==> src/rtl/sppc_consts.svh <==
`ifndef SPPC_CONSTS_SVH
`define SPPC_CONSTS_SVH

// register offsets (plain port, word addressed)
`define SPPC_ADDR_PINCTL   4'h0
`define SPPC_ADDR_PORTCTL  4'h1
`define SPPC_ADDR_GPIO_DIR 4'h2
`define SPPC_ADDR_GPIO_OUT 4'h3
`define SPPC_ADDR_GPIO_IN  4'h4
`define SPPC_ADDR_FRAME    4'h5

// pin_control_reg fields
`define SPPC_PINCTL_RX_CLK_DIR  0
`define SPPC_PINCTL_TX_CLK_DIR  1
`define SPPC_PINCTL_RX_FS_DIR   2
`define SPPC_PINCTL_TX_FS_DIR   3
`define SPPC_PINCTL_RX_GPIO     4
`define SPPC_PINCTL_TX_GPIO     5
`define SPPC_PINCTL_RESET       6'h00

// serial_port_ctrl_reg fields
`define SPPC_PORTCTL_CLK_SAMPLE 0
`define SPPC_PORTCTL_RUN        1
`define SPPC_PORTCTL_RESET      2'h0

// pin index in the six-bit pin vectors
`define SPPC_PIN_CLKR      0
`define SPPC_PIN_CLKX      1
`define SPPC_PIN_DR        2
`define SPPC_PIN_DX        3
`define SPPC_PIN_FSR       4
`define SPPC_PIN_FSX       5
`define SPPC_NPINS         6

`endif

==> src/rtl/sppc_pkg.sv <==
package sppc_pkg;

    typedef struct packed {
        logic [5:0] pin_in;
    } sppc_pins_in_type;

    typedef struct packed {
        logic [5:0] pin_out;
        logic [5:0] pin_oe;
    } sppc_pins_out_type;

    typedef struct packed {
        logic rx_frame_start;
        logic tx_frame_start;
        logic rx_clock_edge;
        logic tx_clock_edge;
    } sppc_events_type;

endpackage

==> src/rtl/sppc_top.sv <==
`timescale 1ns/1ps
`include "sppc_consts.svh"

//Operation
// (RL1) receive clock pin is input by default, output when rx clock mode bit set.
// (RL2) transmit clock pin is input when tx clock mode bit is 0, else drives.
// (RL3) transmit clock pin level readable through sampled status bit in control register.
// (RL4) tx gpio enable turns the transmit clock pin into general-purpose I/O.
// (RL5) rx gpio enable turns the receive data pin into general-purpose I/O.
// (RL6) tx gpio enable turns the transmit data pin into general-purpose I/O.
// (RL7) receive frame sync pulse starts a receive frame; the source supplies it. Here pin control bit 2 also lets the port drive it.
// (RL8) rx gpio enable turns the receive frame sync pin into general-purpose I/O.
// (RL9) transmit frame sync pulse starts a transmit frame, from port or peer.
// (RL10) serial port reset returns an output transmit frame sync pin to input.
// (RL11) tx gpio enable turns the transmit frame sync pin into general-purpose I/O.
// (RL12) emulation off pin low floats every output-capable serial pin.
// (RL13) receive clock shifts receive data in; rx gpio enable makes it general I/O.
// (RL14) gpio pins take direction and value from per-pin bits; levels are readable.
module sppc_top (
    input  wire logic        clk_sys,
    input  wire logic        rst_b,
    input  wire logic [3:0]  reg_addr,
    input  wire logic [15:0] reg_wdata,
    input  wire logic        reg_wr,
    input  wire logic        reg_rd,
    output logic      [15:0] reg_rdata_q,
    input  wire logic        emulation_off_pin,
    input  wire logic        rx_clock_pin_i,
    output logic             rx_clock_pin_o,
    output logic             rx_clock_pin_oe,
    input  wire logic        tx_clock_pin_i,
    output logic             tx_clock_pin_o,
    output logic             tx_clock_pin_oe,
    input  wire logic        rx_data_pin_i,
    output logic             rx_data_pin_o,
    output logic             rx_data_pin_oe,
    input  wire logic        tx_data_pin_i,
    output logic             tx_data_pin_o,
    output logic             tx_data_pin_oe,
    input  wire logic        rx_frame_sync_pin_i,
    output logic             rx_frame_sync_pin_o,
    output logic             rx_frame_sync_pin_oe,
    input  wire logic        tx_frame_sync_pin_i,
    output logic             tx_frame_sync_pin_o,
    output logic             tx_frame_sync_pin_oe,
    input  wire logic        int_rx_clock,
    input  wire logic        int_tx_clock,
    input  wire logic        int_tx_data,
    input  wire logic        int_rx_frame_sync,
    input  wire logic        int_tx_frame_sync,
    output logic             rx_data_q,
    output logic             rx_clock_level_q,
    output logic             tx_clock_level_q,
    output logic             rx_frame_start_q,
    output logic             tx_frame_start_q
);
    logic [5:0] pin_control_reg_q;
    logic [1:0] serial_port_ctrl_reg_q;
    logic [5:0] gpio_dir_q;
    logic [5:0] gpio_out_q;
    logic [5:0] pin_async;
    logic [5:0] pin_lvl;
    logic [5:0] pin_rise;
    logic [5:0] pin_fall;
    logic [5:0] gpio_sel;
    logic [5:0] func_oe;
    logic [5:0] func_out;
    logic [5:0] oe_d;
    logic [5:0] out_d;
    logic [1:0] frame_seen_q;
    logic       off_s1_q;
    logic       off_s2_q;
    logic       off_s3_q;
    logic       off_active_q;
    logic       rx_clock_dir_sel;
    logic       tx_clock_dir_sel;
    logic       rx_gpio_enable;
    logic       tx_gpio_enable;
    logic       serial_port_reset;
    sppc_pkg::sppc_pins_out_type pins_q;

    assign rx_clock_dir_sel  = pin_control_reg_q[`SPPC_PINCTL_RX_CLK_DIR];
    assign tx_clock_dir_sel  = pin_control_reg_q[`SPPC_PINCTL_TX_CLK_DIR];
    assign rx_gpio_enable    = pin_control_reg_q[`SPPC_PINCTL_RX_GPIO];
    assign tx_gpio_enable    = pin_control_reg_q[`SPPC_PINCTL_TX_GPIO];
    assign serial_port_reset = !serial_port_ctrl_reg_q[`SPPC_PORTCTL_RUN];

    // one write decode shared by every writable register
    function automatic logic wr_hit(input logic wr, input logic [3:0] addr, input logic [3:0] idx);
        return wr && (addr == idx);
    endfunction

    assign pin_async = {tx_frame_sync_pin_i, rx_frame_sync_pin_i, tx_data_pin_i,
                        rx_data_pin_i, tx_clock_pin_i, rx_clock_pin_i};

    sppc_pin_sync #(
        .WIDTH(`SPPC_NPINS)
    ) u_sync (
        .clk_sys (clk_sys),
        .rst_b   (rst_b),
        .async_in(pin_async),
        .level_q (pin_lvl),
        .rise_q  (pin_rise),
        .fall_q  (pin_fall)
    );

    // emulation off pin is asynchronous; same 3-stage agreement as the serial pins
    always_ff @(posedge clk_sys) begin
        if (!rst_b) begin
            off_s1_q     <= 1'b1;
            off_s2_q     <= 1'b1;
            off_s3_q     <= 1'b1;
            off_active_q <= 1'b0;
        end else begin
            off_s1_q <= emulation_off_pin;
            off_s2_q <= off_s1_q;
            off_s3_q <= off_s2_q;
            if (off_s2_q == off_s3_q) begin
                off_active_q <= !off_s2_q; // RL12
            end
        end
    end

    // register writes
    always_ff @(posedge clk_sys) begin
        if (!rst_b) begin
            pin_control_reg_q      <= `SPPC_PINCTL_RESET; // RL1
            serial_port_ctrl_reg_q <= `SPPC_PORTCTL_RESET;
            gpio_dir_q             <= 6'h00;
            gpio_out_q             <= 6'h00;
        end else begin
            if (wr_hit(reg_wr, reg_addr, `SPPC_ADDR_PINCTL)) begin
                pin_control_reg_q <= reg_wdata[5:0];
            end else if (serial_port_reset) begin
                pin_control_reg_q[`SPPC_PINCTL_TX_FS_DIR] <= 1'b0; // RL10
            end
            if (wr_hit(reg_wr, reg_addr, `SPPC_ADDR_PORTCTL)) begin
                serial_port_ctrl_reg_q[`SPPC_PORTCTL_RUN] <= reg_wdata[`SPPC_PORTCTL_RUN];
            end
            serial_port_ctrl_reg_q[`SPPC_PORTCTL_CLK_SAMPLE] <= pin_lvl[`SPPC_PIN_CLKX]; // RL3
            if (wr_hit(reg_wr, reg_addr, `SPPC_ADDR_GPIO_DIR)) begin
                gpio_dir_q <= reg_wdata[5:0];
            end
            if (wr_hit(reg_wr, reg_addr, `SPPC_ADDR_GPIO_OUT)) begin
                gpio_out_q <= reg_wdata[5:0];
            end
        end
    end

    // frame-start sticky flags; a new start wins over a clear in the same cycle
    always_ff @(posedge clk_sys) begin
        if (!rst_b) begin
            frame_seen_q <= 2'h0;
        end else begin
            frame_seen_q <= (frame_seen_q & ~(wr_hit(reg_wr, reg_addr, `SPPC_ADDR_FRAME) ? reg_wdata[1:0] : 2'h0))
                          | {tx_frame_start_q, rx_frame_start_q};
        end
    end

    // register reads, data one cycle after the strobe
    always_ff @(posedge clk_sys) begin
        if (!rst_b) begin
            reg_rdata_q <= 16'h0000;
        end else if (reg_rd) begin
            unique case (reg_addr)
                `SPPC_ADDR_PINCTL:   reg_rdata_q <= {10'h000, pin_control_reg_q};
                `SPPC_ADDR_PORTCTL:  reg_rdata_q <= {14'h0000, serial_port_ctrl_reg_q}; // RL3
                `SPPC_ADDR_GPIO_DIR: reg_rdata_q <= {10'h000, gpio_dir_q};
                `SPPC_ADDR_GPIO_OUT: reg_rdata_q <= {10'h000, gpio_out_q};
                `SPPC_ADDR_GPIO_IN:  reg_rdata_q <= {10'h000, pin_lvl}; // RL14
                `SPPC_ADDR_FRAME:    reg_rdata_q <= {14'h0000, frame_seen_q};
                default:             reg_rdata_q <= 16'h0000;
            endcase
        end else begin
            reg_rdata_q <= 16'h0000;
        end
    end

    // which pins are handed to general-purpose use
    always_comb begin
        gpio_sel = 6'h00;
        gpio_sel[`SPPC_PIN_CLKR] = rx_gpio_enable; // RL13
        gpio_sel[`SPPC_PIN_DR]   = rx_gpio_enable; // RL5
        gpio_sel[`SPPC_PIN_FSR]  = rx_gpio_enable; // RL8
        gpio_sel[`SPPC_PIN_CLKX] = tx_gpio_enable; // RL4
        gpio_sel[`SPPC_PIN_DX]   = tx_gpio_enable; // RL6
        gpio_sel[`SPPC_PIN_FSX]  = tx_gpio_enable; // RL11
    end

    // serial-function directions and values
    always_comb begin
        func_oe  = 6'h00;
        func_out = 6'h00;
        func_oe[`SPPC_PIN_CLKR]  = rx_clock_dir_sel; // RL1
        func_out[`SPPC_PIN_CLKR] = int_rx_clock;
        func_oe[`SPPC_PIN_CLKX]  = tx_clock_dir_sel; // RL2
        func_out[`SPPC_PIN_CLKX] = int_tx_clock;
        func_oe[`SPPC_PIN_DX]    = 1'b1;
        func_out[`SPPC_PIN_DX]   = int_tx_data;
        func_oe[`SPPC_PIN_FSR]   = pin_control_reg_q[`SPPC_PINCTL_RX_FS_DIR];
        func_out[`SPPC_PIN_FSR]  = int_rx_frame_sync;
        // reset forces the frame sync back to input at once, not only via the stored bit
        func_oe[`SPPC_PIN_FSX]   = pin_control_reg_q[`SPPC_PINCTL_TX_FS_DIR] && !serial_port_reset; // RL10
        func_out[`SPPC_PIN_FSX]  = int_tx_frame_sync;
    end

    always_comb begin
        for (int i = 0; i < `SPPC_NPINS; i++) begin
            oe_d[i]  = gpio_sel[i] ? gpio_dir_q[i] : func_oe[i]; // RL14
            out_d[i] = gpio_sel[i] ? gpio_out_q[i] : func_out[i];
        end
        if (off_active_q) begin
            oe_d = 6'h00; // RL12
        end
    end

    always_ff @(posedge clk_sys) begin
        if (!rst_b) begin
            pins_q <= '0;
        end else begin
            pins_q.pin_oe  <= oe_d;
            pins_q.pin_out <= out_d;
        end
    end

    assign rx_clock_pin_o       = pins_q.pin_out[`SPPC_PIN_CLKR];
    assign rx_clock_pin_oe      = pins_q.pin_oe[`SPPC_PIN_CLKR];
    assign tx_clock_pin_o       = pins_q.pin_out[`SPPC_PIN_CLKX];
    assign tx_clock_pin_oe      = pins_q.pin_oe[`SPPC_PIN_CLKX];
    assign rx_data_pin_o        = pins_q.pin_out[`SPPC_PIN_DR];
    assign rx_data_pin_oe       = pins_q.pin_oe[`SPPC_PIN_DR];
    assign tx_data_pin_o        = pins_q.pin_out[`SPPC_PIN_DX];
    assign tx_data_pin_oe       = pins_q.pin_oe[`SPPC_PIN_DX];
    assign rx_frame_sync_pin_o  = pins_q.pin_out[`SPPC_PIN_FSR];
    assign rx_frame_sync_pin_oe = pins_q.pin_oe[`SPPC_PIN_FSR];
    assign tx_frame_sync_pin_o  = pins_q.pin_out[`SPPC_PIN_FSX];
    assign tx_frame_sync_pin_oe = pins_q.pin_oe[`SPPC_PIN_FSX];

    // serial-side view: data sampled on receive clock rise, frame starts on sync rise
    always_ff @(posedge clk_sys) begin
        if (!rst_b) begin
            rx_data_q        <= 1'b0;
            rx_clock_level_q <= 1'b0;
            tx_clock_level_q <= 1'b0;
            rx_frame_start_q <= 1'b0;
            tx_frame_start_q <= 1'b0;
        end else begin
            rx_clock_level_q <= pin_lvl[`SPPC_PIN_CLKR];
            tx_clock_level_q <= pin_lvl[`SPPC_PIN_CLKX];
            if (pin_rise[`SPPC_PIN_CLKR] && !rx_gpio_enable) begin
                rx_data_q <= pin_lvl[`SPPC_PIN_DR]; // RL13
            end
            rx_frame_start_q <= pin_rise[`SPPC_PIN_FSR] && !rx_gpio_enable && !serial_port_reset; // RL7
            tx_frame_start_q <= pin_rise[`SPPC_PIN_FSX] && !tx_gpio_enable && !serial_port_reset; // RL9
        end
    end

    property p_off_floats;
        @(posedge clk_sys) disable iff (!rst_b)
        off_active_q |=> (pins_q.pin_oe == 6'h00);
    endproperty
    a_off_floats: assert property (p_off_floats) else $error("pin driven while off"); // RL12

    property p_fsx_reset;
        @(posedge clk_sys) disable iff (!rst_b)
        serial_port_reset |=> !tx_frame_sync_pin_oe;
    endproperty
    a_fsx_reset: assert property (p_fsx_reset) else $error("tx frame sync driven in reset"); // RL10

    property p_clkr_dir;
        @(posedge clk_sys) disable iff (!rst_b)
        (!rx_gpio_enable && !off_active_q) |=> (rx_clock_pin_oe == $past(rx_clock_dir_sel));
    endproperty
    a_clkr_dir: assert property (p_clkr_dir) else $error("rx clock direction wrong"); // RL1

    property p_clkx_dir;
        @(posedge clk_sys) disable iff (!rst_b)
        (!tx_gpio_enable && !off_active_q) |=> (tx_clock_pin_oe == $past(tx_clock_dir_sel));
    endproperty
    a_clkx_dir: assert property (p_clkx_dir) else $error("tx clock direction wrong"); // RL2

    property p_clk_sample;
        @(posedge clk_sys) disable iff (!rst_b)
        reg_rd && reg_addr == `SPPC_ADDR_PORTCTL |=> reg_rdata_q[0] == $past(serial_port_ctrl_reg_q[0]);
    endproperty
    a_clk_sample: assert property (p_clk_sample) else $error("sample bit read wrong"); // RL3

    property p_tx_gpio;
        @(posedge clk_sys) disable iff (!rst_b)
        (tx_gpio_enable && !off_active_q) |=> (tx_data_pin_oe == $past(gpio_dir_q[3]))
            && (tx_clock_pin_o == $past(gpio_out_q[1]));
    endproperty
    a_tx_gpio: assert property (p_tx_gpio) else $error("tx pins not gpio"); // RL4 RL6

    property p_rx_gpio;
        @(posedge clk_sys) disable iff (!rst_b)
        (rx_gpio_enable && !off_active_q) |=> (rx_frame_sync_pin_oe == $past(gpio_dir_q[4]))
            && (rx_clock_pin_oe == $past(gpio_dir_q[0]));
    endproperty
    a_rx_gpio: assert property (p_rx_gpio) else $error("rx pins not gpio"); // RL8 RL13

    property p_rx_frame;
        @(posedge clk_sys) disable iff (!rst_b)
        rx_frame_start_q |-> !$past(rx_gpio_enable) ##1 frame_seen_q[0];
    endproperty
    a_rx_frame: assert property (p_rx_frame) else $error("rx frame start lost"); // RL7

    property p_tx_frame;
        @(posedge clk_sys) disable iff (!rst_b)
        tx_frame_start_q |=> frame_seen_q[1];
    endproperty
    a_tx_frame: assert property (p_tx_frame) else $error("tx frame start lost"); // RL9
endmodule

==> src/rtl/sppc_pin_sync.sv <==
`timescale 1ns/1ps
// three-stage synchroniser per pin; a level is accepted once stages two and three agree
module sppc_pin_sync #(
    parameter int WIDTH = 6
) (
    input  wire logic             clk_sys,
    input  wire logic             rst_b,
    input  wire logic [WIDTH-1:0] async_in,
    output logic      [WIDTH-1:0] level_q,
    output logic      [WIDTH-1:0] rise_q,
    output logic      [WIDTH-1:0] fall_q
);
    logic [WIDTH-1:0] s1_q;
    logic [WIDTH-1:0] s2_q;
    logic [WIDTH-1:0] s3_q;

    always_ff @(posedge clk_sys) begin
        if (!rst_b) begin
            s1_q <= '0;
            s2_q <= '0;
            s3_q <= '0;
        end else begin
            s1_q <= async_in;
            s2_q <= s1_q;
            s3_q <= s2_q;
        end
    end

    genvar i;
    generate
        for (i = 0; i < WIDTH; i++) begin : g_bit
            always_ff @(posedge clk_sys) begin
                if (!rst_b) begin
                    level_q[i] <= 1'b0;
                    rise_q[i]  <= 1'b0;
                    fall_q[i]  <= 1'b0;
                end else begin
                    rise_q[i] <= (s2_q[i] == s3_q[i]) && s2_q[i] && !level_q[i];
                    fall_q[i] <= (s2_q[i] == s3_q[i]) && !s2_q[i] && level_q[i];
                    if (s2_q[i] == s3_q[i]) begin
                        level_q[i] <= s2_q[i];
                    end
                end
            end
        end
    endgenerate
endmodule

==> config.mk <==
export PLATFORM = sky130hd
export DESIGN_NAME = sppc_top
export DESIGN_NICKNAME = d
export VERILOG_FILES = /design/src/rtl/sppc_pkg.sv /design/src/rtl/sppc_top.sv /design/src/rtl/sppc_pin_sync.sv
export VERILOG_INCLUDE_DIRS = /design/src /design/src/rtl
export SDC_FILE = /design/constraint.sdc
export NUM_CORES = 1
export LEC_CHECK = 0
export ABC_CLOCK_PERIOD_IN_PS = 2150
export BUFFER_PORTS_ARGS = -buffer_cell sky130_fd_sc_hd__buf_2
export CAP_MARGIN = 40
export CORE_UTILIZATION = 39
export DETAILED_ROUTE_END_ITERATION = 10
export PLACE_DENSITY = 0.67
export SYNTH_ARGS = -nofsm -noshare
export SYNTH_HDL_FRONTEND = slang
export SYNTH_HIERARCHICAL = 1
export SYNTH_SLANG_ARGS = --single-unit
==> constraint.sdc <==
create_clock -name clk_sys -period 2.15 [get_ports clk_sys]
set_clock_uncertainty 0.15 [all_clocks]
set_input_delay 0.645 -clock clk_sys [delete_from_list [all_inputs] [get_ports clk_sys]]
set_output_delay 0.645 -clock clk_sys [all_outputs]
set_load 0.05 [all_outputs]
* Word-level counts from Yosys, hierarchy flattened
Index checks and enable logic that the tools add are counted.
** Storage, ports and cells
- Bits in registers :: 85
- Input bits :: 36
** Cells by class
- Reductions and logical operators :: 28
- Muxes and demuxes :: 14
- Eq/ne operators :: 13
- Bitwise gates (word level) :: 5
** Operator list (number)
- 6-bit case mux with 6 select lines :: 1
- 1-bit logical AND :: 17
- 1-bit two-way mux :: 12
- 4-bit by 2-bit equality test with 1-bit output, second input constant :: 2
- 4-bit by 3-bit equality test with 1-bit output, second input constant :: 2
- 1-bit equality test :: 7
- 1-bit logical NOT :: 6
- 4-bit by 1-bit equality test with 1-bit output, second input constant :: 1
- 4-bit logical NOT :: 1
- 2-bit AND reduction :: 2
- 3-bit OR reduction :: 1
- 2-bit bitwise AND :: 1
- 2-bit two-way mux :: 1
- 2-bit by 1-bit inequality test with 1-bit output, second input constant :: 1
- 1-bit NOT :: 2
- 2-bit NOT :: 1
- 2-bit bitwise OR :: 1
- 2-bit OR reduction :: 1

* Logic depth before layout (Yosys ltp)
- Depth in word-level cells :: 6
- Mapped depth :: 5
- Depth with buffers taken out :: 4

* By module
Netlist, hierarchy kept.
** Modules (own cells, without submodules)
- sppc_top :: instances 1, cells each 206, sequential area each 960.9 sq um, area an instance 2016.9 sq um
- sppc_pin_sync :: instances 1, cells each 111, sequential area each 720.7 sq um, area an instance 1233.7 sq um

* Worst setup path after synthesis
OpenSTA, ideal clock, no wires.
- Path kind :: input -> register
- From :: in reg_addr[2]
- To :: reg gpio_dir_q[0]
- Setup slack :: 0.146 ns
- Stages on the path :: 5
- Data required time :: 1.928 ns
- Arrival time :: 1.782 ns
- Cell sequence :: buf_6 -> or3b_1 -> buf_2 -> nor3b_4 -> mux2i_1
** On the way
- Longest elaborated chain between the ends :: 2
** Ends and longest elaborated chain
- from (decl) :: line sppc_top.sv:22 : input wire logic [3:0] reg_addr,
- 4-bit by 2-bit equality test with 1-bit output :: line sppc_top.sv:90 : return wr && (addr == idx);
- 1-bit logical AND :: line sppc_top.sv:90
- to (signal assigned) :: line sppc_top.sv:142 : gpio_dir_q <= reg_wdata[5:0];
- to (decl) :: line sppc_top.sv:59 : logic [5:0] gpio_dir_q;
No other way between the ends.
A chain may end at the register's enable or synchronous reset.

* Final worst setup path
- From :: reg tx_frame_start_q
- To :: out tx_frame_start_q
** RTL lines
- from (decl) :: line sppc_top.sv:55 : output logic tx_frame_start_q
- from (signal assigned) :: line sppc_top.sv:254 : tx_frame_start_q <= pin_rise[`SPPC_PIN_FSX] && !tx_gpio_enable && !serial_port_reset;
No word-level cell between the ends.

==> out/results.txt <==
Status -> completed
Initial DRC count -> 61
Fill cells -> 734
Post-CTS setup buffer count -> 0
Width of the die -> 89.3 um
Fin. Hold Viols -> 0
Fmax -> 564 MHz
CP top delay family -> flip-flops
Crit Path Class -> flip-flop to output port
Critical path arrival -> 980 ps
Vias -> 2109
Vias in the first global route -> 2026
Setup WS post-layout -> 376 ps
Total power -> 2.62 mW
Final Cycle Share -> 0.825
Routability Congestion -> 0.779
Wire length per cell -> 13.1 um
Finish-stage setup viols -> 0
RSZ-0062 raised after global routing -> no
Min-delay worst type -> flip-flop to flip-flop
CTS clk-pin slew, worst paths -> 70 ps
Die Area -> 7980 um2
R2R depth -> 3
Cts bufs inserted -> 9
N_diodes -> 0
First-pass GRT wire length -> 9730 um
WHS Path Cells -> 1
Min Tclk post-route -> 1770 ps
Worst Path Max Fanout -> 2
Final HPWL DP -> 4150 um
Final nets -> 390
Die height -> 89.3 um
Critical path capture point type -> output port
M1 WL -> 2680 um
WHS -> 260 ps
Yosys warns -> 6
CP bufs+invs -> 1
Routed WL -> 5870 um
Starting Density -> 0.408
Initial antenna violation count -> 0
Post-DRT Antenna Nets -> 0
Max-slew headroom -> 0.577
IO Pins -> 69
Most frequent cells in the layout -> dfxtp_1 (75), buf_2 (48), mux2i_1 (37)
Clk buf depth -> 2
DRC viols -> 0
Syn_area_per_cell -> 10.1 um2
CTS tree -> yes
Num rows -> 31
Global Route Usage Sum -> 0.167
Layout cells sized above 1 -> 0.214
Max-cap viol count -> 0
Syn Inst Count -> 293
Worst path cell trace -> buf_2
Met2 Wirelength -> 2740 um
Critical Path Max Stage Delay -> 360 ps
Cts hold-fix bufs -> 0
Later-pin clock latency in the skew report -> 340 ps
Setup crit start kind -> flip-flop
Crit. path cell count -> 1
CTS H-tree depth -> 3
Largest net degree at the start of global routing -> 20
Slew @ Worst Pin -> 630 ps
Root buf cell -> clkbuf_8
Vias per cell -> 4.70
Commonest non-fill, non-tap cell in the layout -> dfxtp_1
Drt first pass iters -> 4
Area grow syn2layout -> 16.4%
Power per cell area -> 756 nW/um2
Leakage power -> 1.52 nW
I/O Buffers -> 48
Post-synthesis cell area -> 2970 um2
Final TNS setup -> 0 ps
Max-slew violations -> 0
Pre-CTS setup slack -> 125 ps
GRT Residual Overflow -> 0
Core area -> 7290 um2
Max rail drop VDD -> 0.307 mV
Post-CTS sizing -> 0
DR top layer -> met4
Slowest-stage cell, CP -> dfxtp_1
Count of clock tree sinks -> 75
Met3 wire length -> 284 um
Required @ worst endpoint -> 1350 ps
## final timing paths
kind / from / to / slack [ps]
max: tx_frame_start_q / tx_frame_start_q / 380
max reg2reg: u_sync/level_q[0] / reg_rdata_q[0] / 750
min: off_s1_q / off_s2_q / 260
min reg2reg: off_s1_q / off_s2_q / 260
## metal layers
metal	GRT usage	vias to the layer above
met4	0.0808	0
met3	0.0499	20
met2	0.270	57
li1	-	1048
met5	0	-
met1	0.205	984
## per-stage QoR
stage	std cells	utilization	instance area, um2
6_report	449	0.474	3460
5_1_grt	449	0.474	3460
4_1_cts	449	0.474	3460
3_5_place_dp	433	0.451	3290
3_3_place_gp	433	0.451	3290
2_1_floorplan	302	-	3010
## cell type report
cell class / count / area, um2 / area share
clock buffers: 14 / 163 / 0.0470
clock inverters: 2 / 10.0 / 0.00289
inverters: 16 / 60.1 / 0.0174
multi-input cells: 187 / 1300 / 0.376
flip-flops and latches: 75 / 1500 / 0.434
well taps: 99 / 124 / 0.0358
repair buffers: 56 / 300 / 0.0868
## report_power, final
part           total, mW  switching [mW]  internal [mW]
registers           1.44          0.0162           1.42
logic              0.220           0.148         0.0723
clock network      0.960           0.480          0.480
total               2.62           0.644           1.97
## sequential cells by signal (all words and copies together), names as in the netlist, 2 cells and up
register           flops
gpio_out_q             6
u_sync/rise_q          3
reg_rdata_q            6
u_sync/s1_q            6
u_sync/level_q         6
frame_seen_q           2
u_sync/s2_q            6
gpio_dir_q             6
pin_control_reg_q      6
u_sync/s3_q            6
Note: power is estimated with default switching activity, not from simulation.
